===== src/design/eda_pkg.sv =====
// Constants, field layout and state codes for the non-volatile byte store access block.
// Assumes the processor core drives a byte-wide special function register port on i_mclk.
//
// Contract
// - Store holds thirty-two bytes, selected by a five-bit address.
// - Each access moves one byte; address and data in bank 0, control in bank 1.
// - Control sits at 40H of bank 1, reached indirectly with bank select 01H.
// - Address register: five read/write bits, reset zero, upper three read zero.
// - Data register: eight read/write bits, cleared at reset.
// - Control bits: write permit 3, write trigger 2, read permit 1, read trigger 0.
// - Write trigger starts a cycle only if write permit was already high.
// - Hardware clears write trigger when the write cycle completes.
// - Read trigger starts a cycle only if read permit was already high.
// - Hardware clears read trigger at read end; fetched byte sits in data register.
// - Data register keeps fetched byte until a later read or write.
// - No store write happens while write permit is low.
// - Write cycle length is timed from the asynchronous low speed clock.
// - Write end sets store flag; enabled request vectors; service clears flag and global.
// - Reset clears write permit.
// - Bank select bit chooses bank 0 or 1 and resets to bank 0.
package eda_pkg;

  // Register port
  localparam int SFR_AW = 8;
  localparam logic [7:0] SECOND_INDIRECT_PORT_OFS = 8'h02;
  localparam logic [7:0] MP1_OFS = 8'h03;
  localparam logic [7:0] BANK_OFS = 8'h04;
  localparam logic [7:0] IRQ_OFS = 8'h0E;
  localparam logic [7:0] ADDR_OFS = 8'h1A;
  localparam logic [7:0] DATA_OFS = 8'h1B;
  localparam logic [7:0] CTRL_OFS = 8'h40;
  localparam logic CTRL_BANK = 1'b1;

  // Store geometry
  localparam int ADDR_W = 5;
  localparam int STORE_DEPTH = 32;
  localparam int DATA_W = 8;

  // Control fields
  localparam int WR_PERMIT_BIT = 3;
  localparam int WR_TRIG_BIT = 2;
  localparam int RD_PERMIT_BIT = 1;
  localparam int RD_TRIG_BIT = 0;

  // Interrupt control fields
  localparam int IRQ_EN_BIT = 0;
  localparam int IRQ_FLAG_BIT = 1;
  localparam int IRQ_GLOBAL_BIT = 2;

  // Reset values
  localparam logic [7:0] RST_BYTE = 8'h00;
  localparam logic [ADDR_W-1:0] RST_ADDR = 5'h00;

  // Timing
  localparam int CLK_PERIOD_NS = 50;
  localparam int READ_CYCLE_NS = 100;
  localparam logic [2:0] READ_CYCLE_CLKS =
    3'((READ_CYCLE_NS + CLK_PERIOD_NS - 1) / CLK_PERIOD_NS);
  localparam logic [7:0] WR_CYCLE_LSC_TICKS = 8'h40;

  typedef enum logic [2:0] {
    EDA_IDLE = 3'b001,
    EDA_READ = 3'b010,
    EDA_WRITE = 3'b100
  } eda_state_t;

endpackage


===== src/design/eda_store.sv =====
// Thirty-two byte non-volatile array with registered read.
// Assumes one write and one read address per cycle; contents are not reset.
module eda_store (
  // Clock
  input wire logic i_mclk,
  // Write side
  input wire logic i_wr_en,
  input wire logic [eda_pkg::ADDR_W-1:0] i_wr_addr,
  input wire logic [eda_pkg::DATA_W-1:0] i_wr_data,
  // Read side
  input wire logic [eda_pkg::ADDR_W-1:0] i_rd_addr,
  output logic [eda_pkg::DATA_W-1:0] o_rd_data
);
  import eda_pkg::*;

  // Retains across reset, as the cells would
  logic [DATA_W-1:0] cells [STORE_DEPTH];

  always_ff @(posedge i_mclk) begin
    if (i_wr_en) begin
      cells[i_wr_addr] <= i_wr_data;
    end
  end

  always_ff @(posedge i_mclk) begin
    o_rd_data <= cells[i_rd_addr];
  end

endmodule


===== src/design/eda_write_timer.sv =====
// Self-timed write cycle length counted in low speed clock edges.
// Assumes the low speed clock level is already synchronous to i_mclk.
module eda_write_timer (
  // Clock and reset
  input wire logic i_mclk,
  input wire logic i_rst,
  // Control
  input wire logic i_start,
  input wire logic i_abort,
  input wire logic i_low_speed_clock,
  output logic o_done
);
  import eda_pkg::*;

  logic running;
  logic lsc_prev;
  logic [7:0] ticks;
  logic lsc_rise;

  assign lsc_rise = i_low_speed_clock & ~lsc_prev;
  // No edges, no end: a stopped low speed clock stalls the cycle
  assign o_done = running & lsc_rise & (ticks == WR_CYCLE_LSC_TICKS - 8'h01);

  always_ff @(posedge i_mclk) begin
    if (i_rst) begin
      lsc_prev <= 1'b0;
    end else begin
      lsc_prev <= i_low_speed_clock;
    end
  end

  always_ff @(posedge i_mclk) begin
    if (i_rst) begin
      running <= 1'b0;
      ticks <= 8'h00;
    end else if (i_start) begin
      running <= 1'b1;
      ticks <= 8'h00;
    end else if (i_abort || o_done) begin
      running <= 1'b0;
      ticks <= 8'h00;
    end else if (running && lsc_rise) begin
      ticks <= ticks + 8'h01;
    end
  end

endmodule


===== src/design/eda_nvm_access.sv =====
// Top of the non-volatile byte store access block: registers, cycle control, store request.
// Assumes the core's register port: one write or read strobe per cycle on i_mclk,
// direct addresses reach bank 0, the indirect port reaches bank and pointer.
module eda_nvm_access (
  // Clock and reset
  input wire logic i_mclk,
  input wire logic i_rst,
  // Register port
  input wire logic [eda_pkg::SFR_AW-1:0] i_sfr_addr,
  input wire logic i_sfr_wr,
  input wire logic i_sfr_rd,
  input wire logic [7:0] i_sfr_wdata,
  output logic [7:0] o_sfr_rdata,
  // System
  input wire logic i_low_speed_clock,
  input wire logic i_cpu_halt,
  input wire logic i_stack_full,
  input wire logic i_irq_serviced,
  output logic o_store_irq_req,
  output logic o_nvm_busy
);
  import eda_pkg::*;

  // Software visible state
  logic [ADDR_W-1:0] nvm_address;
  logic [DATA_W-1:0] nvm_data;
  logic write_permit;
  logic write_trigger;
  logic read_permit;
  logic read_trigger;
  logic bank_select_bit;
  logic [7:0] second_memory_pointer;
  logic store_irq_enable;
  logic store_irq_flag;
  logic global_irq_enable;

  // Cycle control
  eda_state_t state;
  eda_state_t next_state;
  logic [2:0] rd_cnt;
  logic [ADDR_W-1:0] op_addr;
  logic [DATA_W-1:0] op_data;
  logic [DATA_W-1:0] store_rd_data;
  logic wr_done;

  // Decode
  logic indirect;
  logic [8:0] eff_addr;
  logic sel_addr;
  logic sel_data;
  logic sel_ctrl;
  logic sel_mp1;
  logic sel_bank;
  logic sel_irq;
  logic ctrl_wr;
  logic rd_start;
  logic wr_start;
  logic rd_end;
  logic wr_end;
  logic wr_commit;
  logic [7:0] next_rdata;

  // Indirect access follows bank select; direct access always lands in bank 0
  assign indirect = (i_sfr_addr == SECOND_INDIRECT_PORT_OFS);
  assign eff_addr = indirect ? {bank_select_bit, second_memory_pointer}
                             : {1'b0, i_sfr_addr};

  assign sel_addr = (eff_addr == {1'b0, ADDR_OFS});
  assign sel_data = (eff_addr == {1'b0, DATA_OFS});
  assign sel_ctrl = (eff_addr == {CTRL_BANK, CTRL_OFS});
  assign sel_mp1 = !indirect && (i_sfr_addr == MP1_OFS);
  assign sel_bank = !indirect && (i_sfr_addr == BANK_OFS);
  assign sel_irq = (eff_addr == {1'b0, IRQ_OFS});

  assign ctrl_wr = i_sfr_wr && sel_ctrl;

  // Permit must already be set; both triggers together start nothing
  assign rd_start = (state == EDA_IDLE) && ctrl_wr && i_sfr_wdata[RD_TRIG_BIT]
                    && !i_sfr_wdata[WR_TRIG_BIT] && read_permit;
  assign wr_start = (state == EDA_IDLE) && ctrl_wr && i_sfr_wdata[WR_TRIG_BIT]
                    && !i_sfr_wdata[RD_TRIG_BIT] && write_permit;

  // A halt cuts a running cycle short and the operation is lost
  assign rd_end = (state == EDA_READ) && (i_cpu_halt || (rd_cnt == READ_CYCLE_CLKS - 3'h1));
  assign wr_end = (state == EDA_WRITE) && (i_cpu_halt || wr_done);
  assign wr_commit = (state == EDA_WRITE) && wr_done && !i_cpu_halt && write_permit;

  assign o_nvm_busy = (state != EDA_IDLE);

  eda_store u_store (
    .i_mclk(i_mclk),
    .i_wr_en(wr_commit),
    .i_wr_addr(op_addr),
    .i_wr_data(op_data),
    .i_rd_addr(op_addr),
    .o_rd_data(store_rd_data)
  );

  eda_write_timer u_timer (
    .i_mclk(i_mclk),
    .i_rst(i_rst),
    .i_start(wr_start),
    .i_abort((state == EDA_WRITE) && i_cpu_halt),
    .i_low_speed_clock(i_low_speed_clock),
    .o_done(wr_done)
  );

  // Cycle sequencer
  always_comb begin
    next_state = state;
    case (state)
      EDA_IDLE: begin
        if (rd_start) begin
          next_state = EDA_READ;
        end else if (wr_start) begin
          next_state = EDA_WRITE;
        end
      end
      EDA_READ: begin
        if (rd_end) begin
          next_state = EDA_IDLE;
        end
      end
      EDA_WRITE: begin
        if (wr_end) begin
          next_state = EDA_IDLE;
        end
      end
      default: begin
        next_state = EDA_IDLE;
      end
    endcase
  end

  always_ff @(posedge i_mclk) begin
    if (i_rst) begin
      state <= EDA_IDLE;
    end else begin
      state <= next_state;
    end
  end

  // Read cycle length; store read address settles on the first cycle
  always_ff @(posedge i_mclk) begin
    if (i_rst) begin
      rd_cnt <= 3'h0;
    end else if (rd_start) begin
      rd_cnt <= 3'h0;
    end else if (state == EDA_READ) begin
      rd_cnt <= rd_cnt + 3'h1;
    end
  end

  // Operands latched at start so later register writes cannot corrupt a cycle
  always_ff @(posedge i_mclk) begin
    if (i_rst) begin
      op_addr <= RST_ADDR;
      op_data <= RST_BYTE;
    end else if (rd_start || wr_start) begin
      op_addr <= nvm_address;
      op_data <= nvm_data;
    end
  end

  // Address register
  always_ff @(posedge i_mclk) begin
    if (i_rst) begin
      nvm_address <= RST_ADDR;
    end else if (i_sfr_wr && sel_addr) begin
      nvm_address <= i_sfr_wdata[ADDR_W-1:0];
    end
  end

  // Data register; a fetch landing in the same cycle as a software write wins
  always_ff @(posedge i_mclk) begin
    if (i_rst) begin
      nvm_data <= RST_BYTE;
    end else if (rd_end && !i_cpu_halt) begin
      nvm_data <= store_rd_data;
    end else if (i_sfr_wr && sel_data) begin
      nvm_data <= i_sfr_wdata;
    end
  end
  // Otherwise the fetched byte simply holds

  // Permit bits
  always_ff @(posedge i_mclk) begin
    if (i_rst) begin
      write_permit <= 1'b0;
      read_permit <= 1'b0;
    end else if (ctrl_wr) begin
      write_permit <= i_sfr_wdata[WR_PERMIT_BIT];
      read_permit <= i_sfr_wdata[RD_PERMIT_BIT];
    end
  end

  // Trigger bits: set only by an accepted start, cleared only by hardware
  always_ff @(posedge i_mclk) begin
    if (i_rst) begin
      write_trigger <= 1'b0;
      read_trigger <= 1'b0;
    end else begin
      if (wr_start) begin
        write_trigger <= 1'b1;
      end else if (wr_end) begin
        write_trigger <= 1'b0;
      end
      if (rd_start) begin
        read_trigger <= 1'b1;
      end else if (rd_end) begin
        read_trigger <= 1'b0;
      end
    end
  end
  // Writes to the triggers while busy change nothing

  // Bank select and pointer
  always_ff @(posedge i_mclk) begin
    if (i_rst) begin
      bank_select_bit <= 1'b0;
      second_memory_pointer <= RST_BYTE;
    end else begin
      if (i_sfr_wr && sel_bank) begin
        bank_select_bit <= i_sfr_wdata[0];
      end
      if (i_sfr_wr && sel_mp1) begin
        second_memory_pointer <= i_sfr_wdata;
      end
    end
  end

  // Store interrupt; a finishing write beats a same-cycle clear
  always_ff @(posedge i_mclk) begin
    if (i_rst) begin
      store_irq_flag <= 1'b0;
    end else if (state == EDA_WRITE && wr_done && !i_cpu_halt) begin
      store_irq_flag <= 1'b1;
    end else if (i_irq_serviced) begin
      store_irq_flag <= 1'b0;
    end else if (i_sfr_wr && sel_irq) begin
      store_irq_flag <= i_sfr_wdata[IRQ_FLAG_BIT];
    end
  end

  always_ff @(posedge i_mclk) begin
    if (i_rst) begin
      store_irq_enable <= 1'b0;
      global_irq_enable <= 1'b0;
    end else begin
      if (i_sfr_wr && sel_irq) begin
        store_irq_enable <= i_sfr_wdata[IRQ_EN_BIT];
      end
      if (i_irq_serviced) begin
        global_irq_enable <= 1'b0;
      end else if (i_sfr_wr && sel_irq) begin
        global_irq_enable <= i_sfr_wdata[IRQ_GLOBAL_BIT];
      end
    end
  end

  assign o_store_irq_req = store_irq_flag && store_irq_enable
                           && global_irq_enable && !i_stack_full;

  // Read-back
  always_comb begin
    next_rdata = RST_BYTE;
    if (sel_addr) begin
      next_rdata = {3'h0, nvm_address};
    end else if (sel_data) begin
      next_rdata = nvm_data;
    end else if (sel_ctrl) begin
      next_rdata = {4'h0, write_permit, write_trigger, read_permit, read_trigger};
    end else if (sel_mp1) begin
      next_rdata = second_memory_pointer;
    end else if (sel_bank) begin
      next_rdata = {7'h00, bank_select_bit};
    end else if (sel_irq) begin
      next_rdata = {5'h00, global_irq_enable, store_irq_flag, store_irq_enable};
    end
  end

  always_ff @(posedge i_mclk) begin
    if (i_rst) begin
      o_sfr_rdata <= RST_BYTE;
    end else if (i_sfr_rd) begin
      o_sfr_rdata <= next_rdata;
    end
  end

endmodule


===== config.mk =====
export PLATFORM = sky130hd
export DESIGN_NAME = eda_nvm_access
export DESIGN_NICKNAME = d
export VERILOG_FILES = /design/src/design/eda_pkg.sv /design/src/design/eda_store.sv /design/src/design/eda_write_timer.sv /design/src/design/eda_nvm_access.sv
export SDC_FILE = /design/constraint.sdc
export NUM_CORES = 1
export LEC_CHECK = 0
export BUFFER_PORTS_ARGS = -buffer_cell sky130_fd_sc_hd__buf_2
export CAP_MARGIN = 20
export CORE_ASPECT_RATIO = 0.8
export CORE_UTILIZATION = 53
export CTS_BUF_LIST = sky130_fd_sc_hd__clkbuf_4
export CTS_CLUSTER_SIZE = 20
export DETAILED_ROUTE_END_ITERATION = 16
export GPL_TIMING_DRIVEN = 0
export PLACE_DENSITY = 0.69
export SLEW_MARGIN = 20
export SYNTH_ARGS = -nofsm -noshare
export SYNTH_HDL_FRONTEND = slang
export SYNTH_SLANG_ARGS = --single-unit
export TNS_END_PERCENT = 20

===== constraint.sdc =====
create_clock -name i_mclk -period 5.05 [get_ports i_mclk]
set_input_delay 1.01 -clock i_mclk [delete_from_list [all_inputs] [get_ports i_mclk]]
set_output_delay 1.01 -clock i_mclk [all_outputs]
set_load 0.02 [all_outputs]

==> reports/results.tsv, run 1 <==
metric	value	unit
Setup WS pre-CTS	735	ps
area delta synth->final	12.1	%
crit path kind	flip-flop to flip-flop	
Post-Synthesis Cells	816	
delay-heaviest family, CP	buffers and inverters	
met3 wire len	3280	um
post-synthesis mux area share	13.7	%
Synth area leaders	edfxtp_1 (58%), dfxtp_1 (11%), mux4_2 (11%)	
antenna violations before repair	1	
Placeable Area	0.0244	sq mm
largest net degree at the start of global routing	34	
Adder-Cell Fraction of Synth Area	0.284	%
WL/cell	24.6	um
Yosys reg bits	330	
DRT Pass-1 Iters	5	
Final Hold Fails	0	
final worst path period need	4010	ps
Post-synth top flop	edfxtp_1	
DIE AREA	0.0256	sq mm
Max FO, Critical Path	10	
worst r2r path cells	5	
Die Wd	179	um
post_cts resized	0	
peak supply drop	0.219	mV
CTS tree	built	
WP buf/inv	3	
I/O Pins	34	
Post-Syn Nets	843	
setup slack after layout	1040	ps
DRC errors left	0	
Post-Syn Area per Cell	16.2	sq um
CTS Hold Buffers Added	0	
Synth Area in Simple Gates	9.32	%
H-tree depth	3	
Root Driver	clkbuf_4	
post-synth top area cell	edfxtp_1	
Post-DRT Antenna Nets	0	
initial core utilization	54.2	%
WP data arrival	4320	ps
RSZ-0062 raised after global routing	false	
Max Cap Viol	0	
post-synth top area share	58.2	%
Min Hold Slack	450	ps
Hold Path Stages	2	
wire length on met1	14100	um
Clock Latency Late Sink	740	ps
ratio of cells with drive above 1 in the final layout	25.6	%
clock sink count	330	
worst-margin pin slew	1070	ps
Post-Synth XOR/XNOR Area	0.597	%
Slowest-stage cell, CP	nor2_1	
Starting DRT DRC Count	911	
Vias	8009	
critical-path cell list	clkbuf_1, clkbuf_1, buf_1, nand4_1, nor2_1	
global route overflow	0	
clock skew	55.5	ps
clk slew on worst S/H paths	70	ps
final setup fails	0	
PortBufs	30	
Worst Hold Class	flip-flop to flip-flop	
Required @ worst endpoint	5360	ps
HPWL after detailed placement	20000	um
Syn. warnings	0	
reg2reg setup slack	1040	ps
CTS Buf Count	78	
outcome	completed	
leakage	4.04	nW
final core occ	60.8	%
die boundary height	143	um
DR vias/cell	6.16	
Worst setup EP type	flip-flop	
WL met2	13700	um
top layer reached by signal wires	met4	
vias in the first global route	7592	
site row count	51	
Seq/Total Area, Yosys	69.4	%
critical path's largest stage delay	910	ps
NumNets Final	953	
Fin Setup TNS	0	ps
Unique masters post-synth	63	
synthesized area	0.0132	sq mm
clk buf depth	3	
EDFF count, synth	256	
Post CTS Setup Buffer Count	0	
CP most frequent cell	clkbuf_1	
wirelength, routed	31900	um
final period utilization	79.4	%
Worst path depth	5	
fmax	0.249	GHz
Pwr Density	351	mW/mm^2
largest family of logic cells by synthesized area	multiplexers	
GPL Wtd Cong	0.921	
global-route wire length before repair	47100	um
Startpoint Class	flip-flop	
overall routing resource usage	25.9	%
final slew viol count	0	
Synth Area in Compound Gates	5.10	%
post-synthesis async set-or-reset flop share	0	%
relative slew slack	28.7	%
-- state kept, by name (all words and copies together), names as in the netlist, 3 cells and up --
| name | cells |
|---|---|
| nvm_data | 8 |
| u_store.o_rd_data | 8 |
| op_addr | 5 |
| u_timer.ticks | 8 |
| state | 3 |
| op_data | 8 |
| rd_cnt | 3 |
| second_memory_pointer | 8 |
| o_sfr_rdata | 8 |
| nvm_address | 5 |
| u_store.cells | 256 |
-- layer usage --
layer,track usage (%),vias to the layer above
met5,0,-
met4,9.77,0
met1,39.3,4014
met3,7.93,75
met2,34.9,416
li1,-,3504
-- cells in the final DEF, fill, tap and decap left out, types with 6 or more instances in the layout --
cell type,instances
nor3_1,8
nand2_1,36
edfxtp_1,256
nand2b_1,27
clkinv_1,16
inv_1,11
clkbuf_1,27
nand3_1,6
dfxtp_2,8
a22oi_1,36
nor2_1,78
dfxtp_1,66
o211ai_1,10
clkbuf_4,113
a21oi_1,12
xnor2_1,6
nand4_1,19
buf_2,37
o21ai_0,7
mux2i_1,32
mux4_2,64
-- tightest hold or removal path, cell delays in order (launching register included) --
cell	delay, ps
dfxtp_1	320
nand2_1	40
o21ai_0	50
-- cells in the mapped netlist, types with 4 or more instances --
master / n
edfxtp_1: 256
nor2_1: 78
dfxtp_1: 74
mux4_2: 64
a22oi_1: 36
nand2_1: 36
mux2i_1: 32
clkbuf_1: 28
nand2b_1: 27
nand4_1: 19
a21oi_1: 12
inv_1: 11
o211ai_1: 10
buf_1: 9
nor3_1: 8
o21ai_0: 7
nand3_1: 6
nor3b_1: 6
xnor2_1: 6
and2_1: 5
buf_2: 5
or3_1: 5
mux2_2: 4
nand3b_1: 4
nor4_1: 4
-- where the power goes --
| part | internal, mW | switching (mW) | total, mW | leakage (nW) |
|---|---|---|---|---|
| clock | 1.19 | 1.06 | 2.25 | 0.604 |
| sequential | 2.88 | 0.00111 | 2.89 | 2.36 |
| combinational | 0.0211 | 0.0439 | 0.0650 | 1.07 |
-- logic make-up (layout without fill, tap and decap cells) --
kind of cell	count (synthesis)	count (layout)
DFF	330	330
and+or+nand+nor	229	229
muxes	100	100
AOI/OAI and AO/OA	91	91
buffers and inverters	54	220
xor gates and xnor gates	9	9
adders and majority gates	3	3
other	0	1
-- stage by stage --
stage / instances / power (mW) / cell area (sq um)
floorplan: 816 / 2.98 / 13200
global placement: 1164 / 3.01 / 13800
global route: 1301 / 5.36 / 14800
finish: 1301 / 5.20 / 14800
CTS: 1300 / 5.24 / 14800
detailed placement: 1164 / 3.01 / 13800
-- layout make-up --
cell class                 instances  area, sq um
sequential                       330         9180
clock buffer                     113          848
fill                            1891         9560
antenna                            1         2.50
buffer                            43          181
clock inverter                    23          180
inverter                          11         41.3
tap                              318          398
multi-input combinational        432         3830
timing repair buffer              30          150
-- worst paths after layout --
| kind | from | endpoint |
|---|---|---|
| min | o_sfr_rdata[5] | o_sfr_rdata[5] |
| min reg2reg | o_sfr_rdata[5] | o_sfr_rdata[5] |
| max reg2reg | op_addr[1] | u_store.cells[11][4] |
| max | op_addr[1] | u_store.cells[11][4] |
Note: power is estimated with default switching activity, not from simulation.
==> inputs of run 2 (changes only) <==
--- a/config.mk
+++ b/config.mk
@@ -13,7 +13,7 @@
 export CTS_CLUSTER_SIZE = 20
 export DETAILED_ROUTE_END_ITERATION = 16
 export GPL_TIMING_DRIVEN = 0
-export PLACE_DENSITY = 0.69
+export PLACE_DENSITY = 0.72
 export SLEW_MARGIN = 20
 export SYNTH_ARGS = -nofsm -noshare
 export SYNTH_HDL_FRONTEND = slang
==> constraint.sdc (replaced) <==
create_clock -name i_mclk -period 3.4 [get_ports i_mclk]
set_input_delay 0.68 -clock i_mclk [delete_from_list [all_inputs] [get_ports i_mclk]]
set_output_delay 0.68 -clock i_mclk [all_outputs]
set_load 0.02 [all_outputs]
==> run 2 against run 1 <==
The flow now finishes with violations (setup timing). Highest routed layer unchanged. Cell area grew 0.39%. Non-clock buffer count grew 4. First-iteration DRC count grew 11%.
==> reports/results.tsv, run 2 (same netlist as run 1, synthesis figures left out) <==
metric	value	unit
ratio of cells with drive above 1 in the final layout	29.3	%
final core occ	61.0	%
H-tree depth	3	
fillers	1849	
failing checks	setup timing	
DRT Pass-1 Iters	7	
clock sink count	330	
Biggest register	u_store.cells	
Worst Hold Class	input pin to flip-flop	
Die Wd	179	um
final slew viol count	0	
largest net degree at the start of global routing	34	
die boundary height	143	um
clk slew on worst S/H paths	60	ps
PortBufs	30	
max reg flops	256	
Max FO, Critical Path	8	
RSZ-0062 raised after global routing	true	
global-route wire length before repair	46300	um
site row count	51	
setup slack after layout	-124	ps
DR vias/cell	6.14	
CTS tree	built	
NumNets Final	959	
vias in the first global route	7596	
antenna violations before repair	2	
leakage	4.05	nW
CTS Buf Count	80	
Pwr Density	505	mW/mm^2
Placeable Area	0.0244	sq mm
fmax	0.284	GHz
clock skew	45.6	ps
Clock Latency Late Sink	710	ps
worst-margin pin slew	1180	ps
relative slew slack	21.4	%
global route overflow	0	
WP data arrival	3830	ps
wirelength, routed	31400	um
final worst path period need	3520	ps
outcome	finished with violations	
WL/cell	24.0	um
Required @ worst endpoint	3710	ps
area delta synth->final	12.5	%
peak supply drop	0.436	mV
clk buf depth	3	
Root Driver	clkbuf_4	
commonest non-fill, non-tap cell in the layout	edfxtp_1	
Starting DRT DRC Count	1008	
Startpoint Class	flip-flop	
overall routing resource usage	25.5	%
CTS Hold Buffers Added	0	
Worst setup EP type	flip-flop	
I/O Pins	34	
Vias	8036	
initial core utilization	54.2	%
most frequent cells in the layout	edfxtp_1 (256), clkbuf_4 (118), dfxtp_1 (66)	
Max Cap Viol	0	
DRC errors left	0	
Power Total	7.51	mW
HPWL after detailed placement	20200	um
final period utilization	104	%
Post-DRT Antenna Nets	0	
Final Hold Fails	0	
DIE AREA	0.0256	sq mm
final setup fails	40	
GPL Wtd Cong	0.933	
crit path kind	flip-flop to flip-flop	
run 2: cell types whose count changed in the layout (fill, tap and decap cells not counted), moves of 4 or more:
cell,before,now
nor2_1,78,51
clkinv_1,16,12
nor2_2,0,27
buf_4,0,4
clkbuf_4,113,118
run 2: area by class of cell:
cell class	instances	area, sq um	share of cell area, %
Sequential cell	330	9180	61.7
Multi-Input combinational cell	432	3910	26.3
Clock buffer	118	886	5.96
Tap cell	318	398	2.68
Buffer	43	183	1.23
Timing Repair Buffer	34	180	1.21
Clock inverter	21	90.1	0.606
Inverter	11	41.3	0.278
Antenna cell	2	5.00	0.0337
run 2: path summary, 6_finish.rpt:
path | slack [ps] | start | cells after the start | end
setup / recovery | -120 | u_timer.lsc_prev | 6 | u_store.cells[0][3]
hold / removal | 210 | i_irq_serviced | 2 | global_irq_enable
setup reg to reg | -120 | u_timer.lsc_prev | 6 | u_store.cells[0][3]
hold reg to reg | 450 | o_sfr_rdata[7] | 2 | o_sfr_rdata[7]
run 2: report_power, final:
part / internal (mW) / total (mW) / switching (mW)
combinational: 0.0313 / 0.0961 / 0.0648
clock: 1.59 / 3.13 / 1.54
sequential: 4.29 / 4.29 / 0.00174
run 2: critical path: stages, from the launching register on:
cell and delay [ps]:
dfxtp_1 300, nand3b_1 400, nor4b_4 560, nand2_1 170
or4b_2 640, clkbuf_1 350, nor2_1 710
run 2: what timing repair did:
item / 4_1_cts / 5_1_grt
setup endpoints to repair: 256 / 128
pin swaps: 2 / 0
resized for setup: 21 / 9
hold endpoints to repair: 0 / 0
buffers inserted: 4 / 0
run 2: stage by stage:
step	cell area, sq um	setup TNS (ps)	instances	hold slack [ps]	setup slack [ps]
final	14900	-2440	1309	211	-124
after detailed placement	13800	-99230	1164	445	-618
after global placement	13800	-89600	1164	435	-582
after floorplan	13200	0	816	419	392
after CTS	14800	-10120	1307	168	-204
after global routing	14900	-9370	1308	185	-242
run 2: routing by layer:
layer / wire [um] / up-vias / track usage [%] / share of wire, %
li1: - / 3523 / - / -
met4: 640 / 0 / 8.70 / 2.0
met3: 3460 / 65 / 7.64 / 11
met1: 13800 / 4030 / 39.0 / 44
met5: 0 / - / 0 / 0
met2: 13500 / 418 / 34.4 / 43
==> inputs of run 3 (changes only) <==
--- a/config.mk
+++ b/config.mk
@@ -13,8 +13,8 @@
 export CTS_CLUSTER_SIZE = 20
 export DETAILED_ROUTE_END_ITERATION = 16
 export GPL_TIMING_DRIVEN = 0
-export PLACE_DENSITY = 0.72
-export SLEW_MARGIN = 20
+export PLACE_DENSITY = 0.71
+export SLEW_MARGIN = 10
 export SYNTH_ARGS = -nofsm -noshare
 export SYNTH_HDL_FRONTEND = slang
 export SYNTH_SLANG_ARGS = --single-unit
==> run 3 against run 2 <==
Worst setup slack better by 12 ps. Clock-buffer cell count rose by 5. The flow still finishes with violations (setup timing). Sequential power is essentially flat. Sequential cell count is the same. Highest routed layer is now met5. Sequential share of layout area shrank 0.89 points. Core utilization grew 0.84 points. Largest power group unchanged.
==> reports/results.tsv, run 3 (same netlist as run 1, synthesis figures left out) <==
metric	value	unit
outcome	finished with violations	
failing checks	setup timing	
placed inst area	0.0139	sq mm
crit path kind	flip-flop to flip-flop	
site row count	51	
H-tree depth	3	
WP buf/inv	3	
setup slack after layout	-112	ps
clk buf depth	3	
commonest non-fill, non-tap cell in the layout	edfxtp_1	
Net Sw Power	1.62	mW
leakage	4.14	nW
switching share of total power	21.3	%
critical path's largest stage delay	880	ps
post-route cell area	0.0151	sq mm
die boundary height	143	um
vias in the first global route	7552	
clk slew on worst S/H paths	70	ps
Fin Setup TNS	-1600	ps
delay-heaviest family, CP	simple AND/OR/NAND/NOR gates	
Cells after DPL	1172	
WL/cell	24.2	um
most frequent cells in the layout	edfxtp_1 (256), clkbuf_4 (123), dfxtp_1 (73)	
area delta synth->final	14.1	%
RSZ-0062 raised after global routing	true	
Vias	8132	
Die Wd	179	um
GPL Wtd Cong	0.941	
largest net degree at the start of global routing	34	
clock skew	39.9	ps
DRT Pass-1 Iters	5	
final worst path period need	3510	ps
DIE AREA	0.0256	sq mm
critical-path cell list	clkbuf_1, clkdlybuf4s15_2, buf_2, nand4b_1, nor2_1	
peak supply drop	0.515	mV
final setup fails	24	
Worst setup EP type	flip-flop	
Internal Dissipation	5.96	mW
Root Driver	clkbuf_4	
HPWL after detailed placement	21000	um
max reg flops	256	
global route overflow	0	
WP data arrival	3810	ps
Biggest register	u_store.cells	
Post-DRT Antenna Nets	0	
power share of the clock group	42.2	%
Layout Cells excl Fill	1323	
fmax	0.285	GHz
Starting DRT DRC Count	1017	
overall routing resource usage	25.9	%
Max FO, Critical Path	10	
Placeable Area	0.0244	sq mm
part of the power in registers	56.6	%
DR vias/cell	6.15	
Pwr Density	503	mW/mm^2
final slew viol count	0	
PortBufs	30	
wirelength, routed	32000	um
Worst Hold Class	input pin to flip-flop	
I/O Pins	34	
NumNets Final	969	
Required @ worst endpoint	3690	ps
CTS Hold Buffers Added	0	
worst-margin pin slew	1010	ps
global-route wire length before repair	46800	um
initial core utilization	54.2	%
clock sink count	330	
ratio of cells with drive above 1 in the final layout	29.4	%
DRC errors left	0	
antenna violations before repair	1	
Startpoint Class	flip-flop	
CTS Buf Count	77	
Slowest-stage cell, CP	nor2_1	
Max Cap Viol	0	
Setup WS pre-CTS	-647	ps
Final Hold Fails	0	
relative slew slack	32.5	%
final period utilization	103	%
CTS tree	built	
combinational power share	1.3	%
Clock Latency Late Sink	690	ps
[run 3: cell count changes in the layout (fill, tap and decap cells not counted), sizes merged]
cell | before | now
buf | 47 | 59
clkbuf | 148 | 153
clkdlybuf4s15 | 0 | 1
clkinv | 15 | 14
clkinvlp | 2 | 1
diode | 2 | 1
inv | 15 | 14
[run 3: cell type report]
type                       count  area (sq um)
timing repair buffer          47           373
clock inverter                18          75.1
tap                          318           398
buffer                        43           183
inverter                      11          41.3
multi-input combinational    432          3910
sequential                   330          9170
fill                        1823          9300
antenna                        1          2.50
clock buffer                 123           923
[run 3: per-layer routing]
layer / GRT usage (%) / wire length [um] / up-vias
li1: - / - / 3542
met1: 40.2 / 14400 / 4079
met2: 34.5 / 13500 / 437
met3: 7.40 / 3280 / 72
met4: 8.61 / 794 / 2
met5: 2.18 / 72 / -
[run 3: repair_timing]
action | 4_1_cts | 5_1_grt
pin swaps | 2 | 1
setup endpoints to repair | 256 | 192
buffers inserted | 2 | 1
resized for setup | 23 | 9
[run 3: metrics by stage]
step	power, mW	hold WS [ps]	utilization, %
CTS	7.62	202	61.4
floorplan	4.43	419	-
finish	7.58	229	61.8
global route	7.83	210	61.8
global placement	4.47	431	56.5
detailed placement	4.47	441	57.0
[run 3: final timing paths]
kind                   from                   to  slack (ps)  depth (start not counted)
max              op_addr[0]  u_store.cells[1][7]        -110                          5
min          i_irq_serviced    global_irq_enable         230                          2
max reg2reg      op_addr[0]  u_store.cells[1][7]        -110                          5
min reg2reg  o_sfr_rdata[7]       o_sfr_rdata[7]         450                          2
[run 3: power groups by stage]
| stage | Clock [mW] | Combinational, mW | Sequential (mW) |
|---|---|---|---|
| floorplan | 0 | 0.0469 | 4.38 |
| finish | 3.19 | 0.0977 | 4.29 |
| global route | 3.44 | 0.104 | 4.28 |
| CTS | 3.24 | 0.0950 | 4.29 |
| global placement | 0 | 0.0939 | 4.38 |
| detailed placement | 0 | 0.0943 | 4.38 |
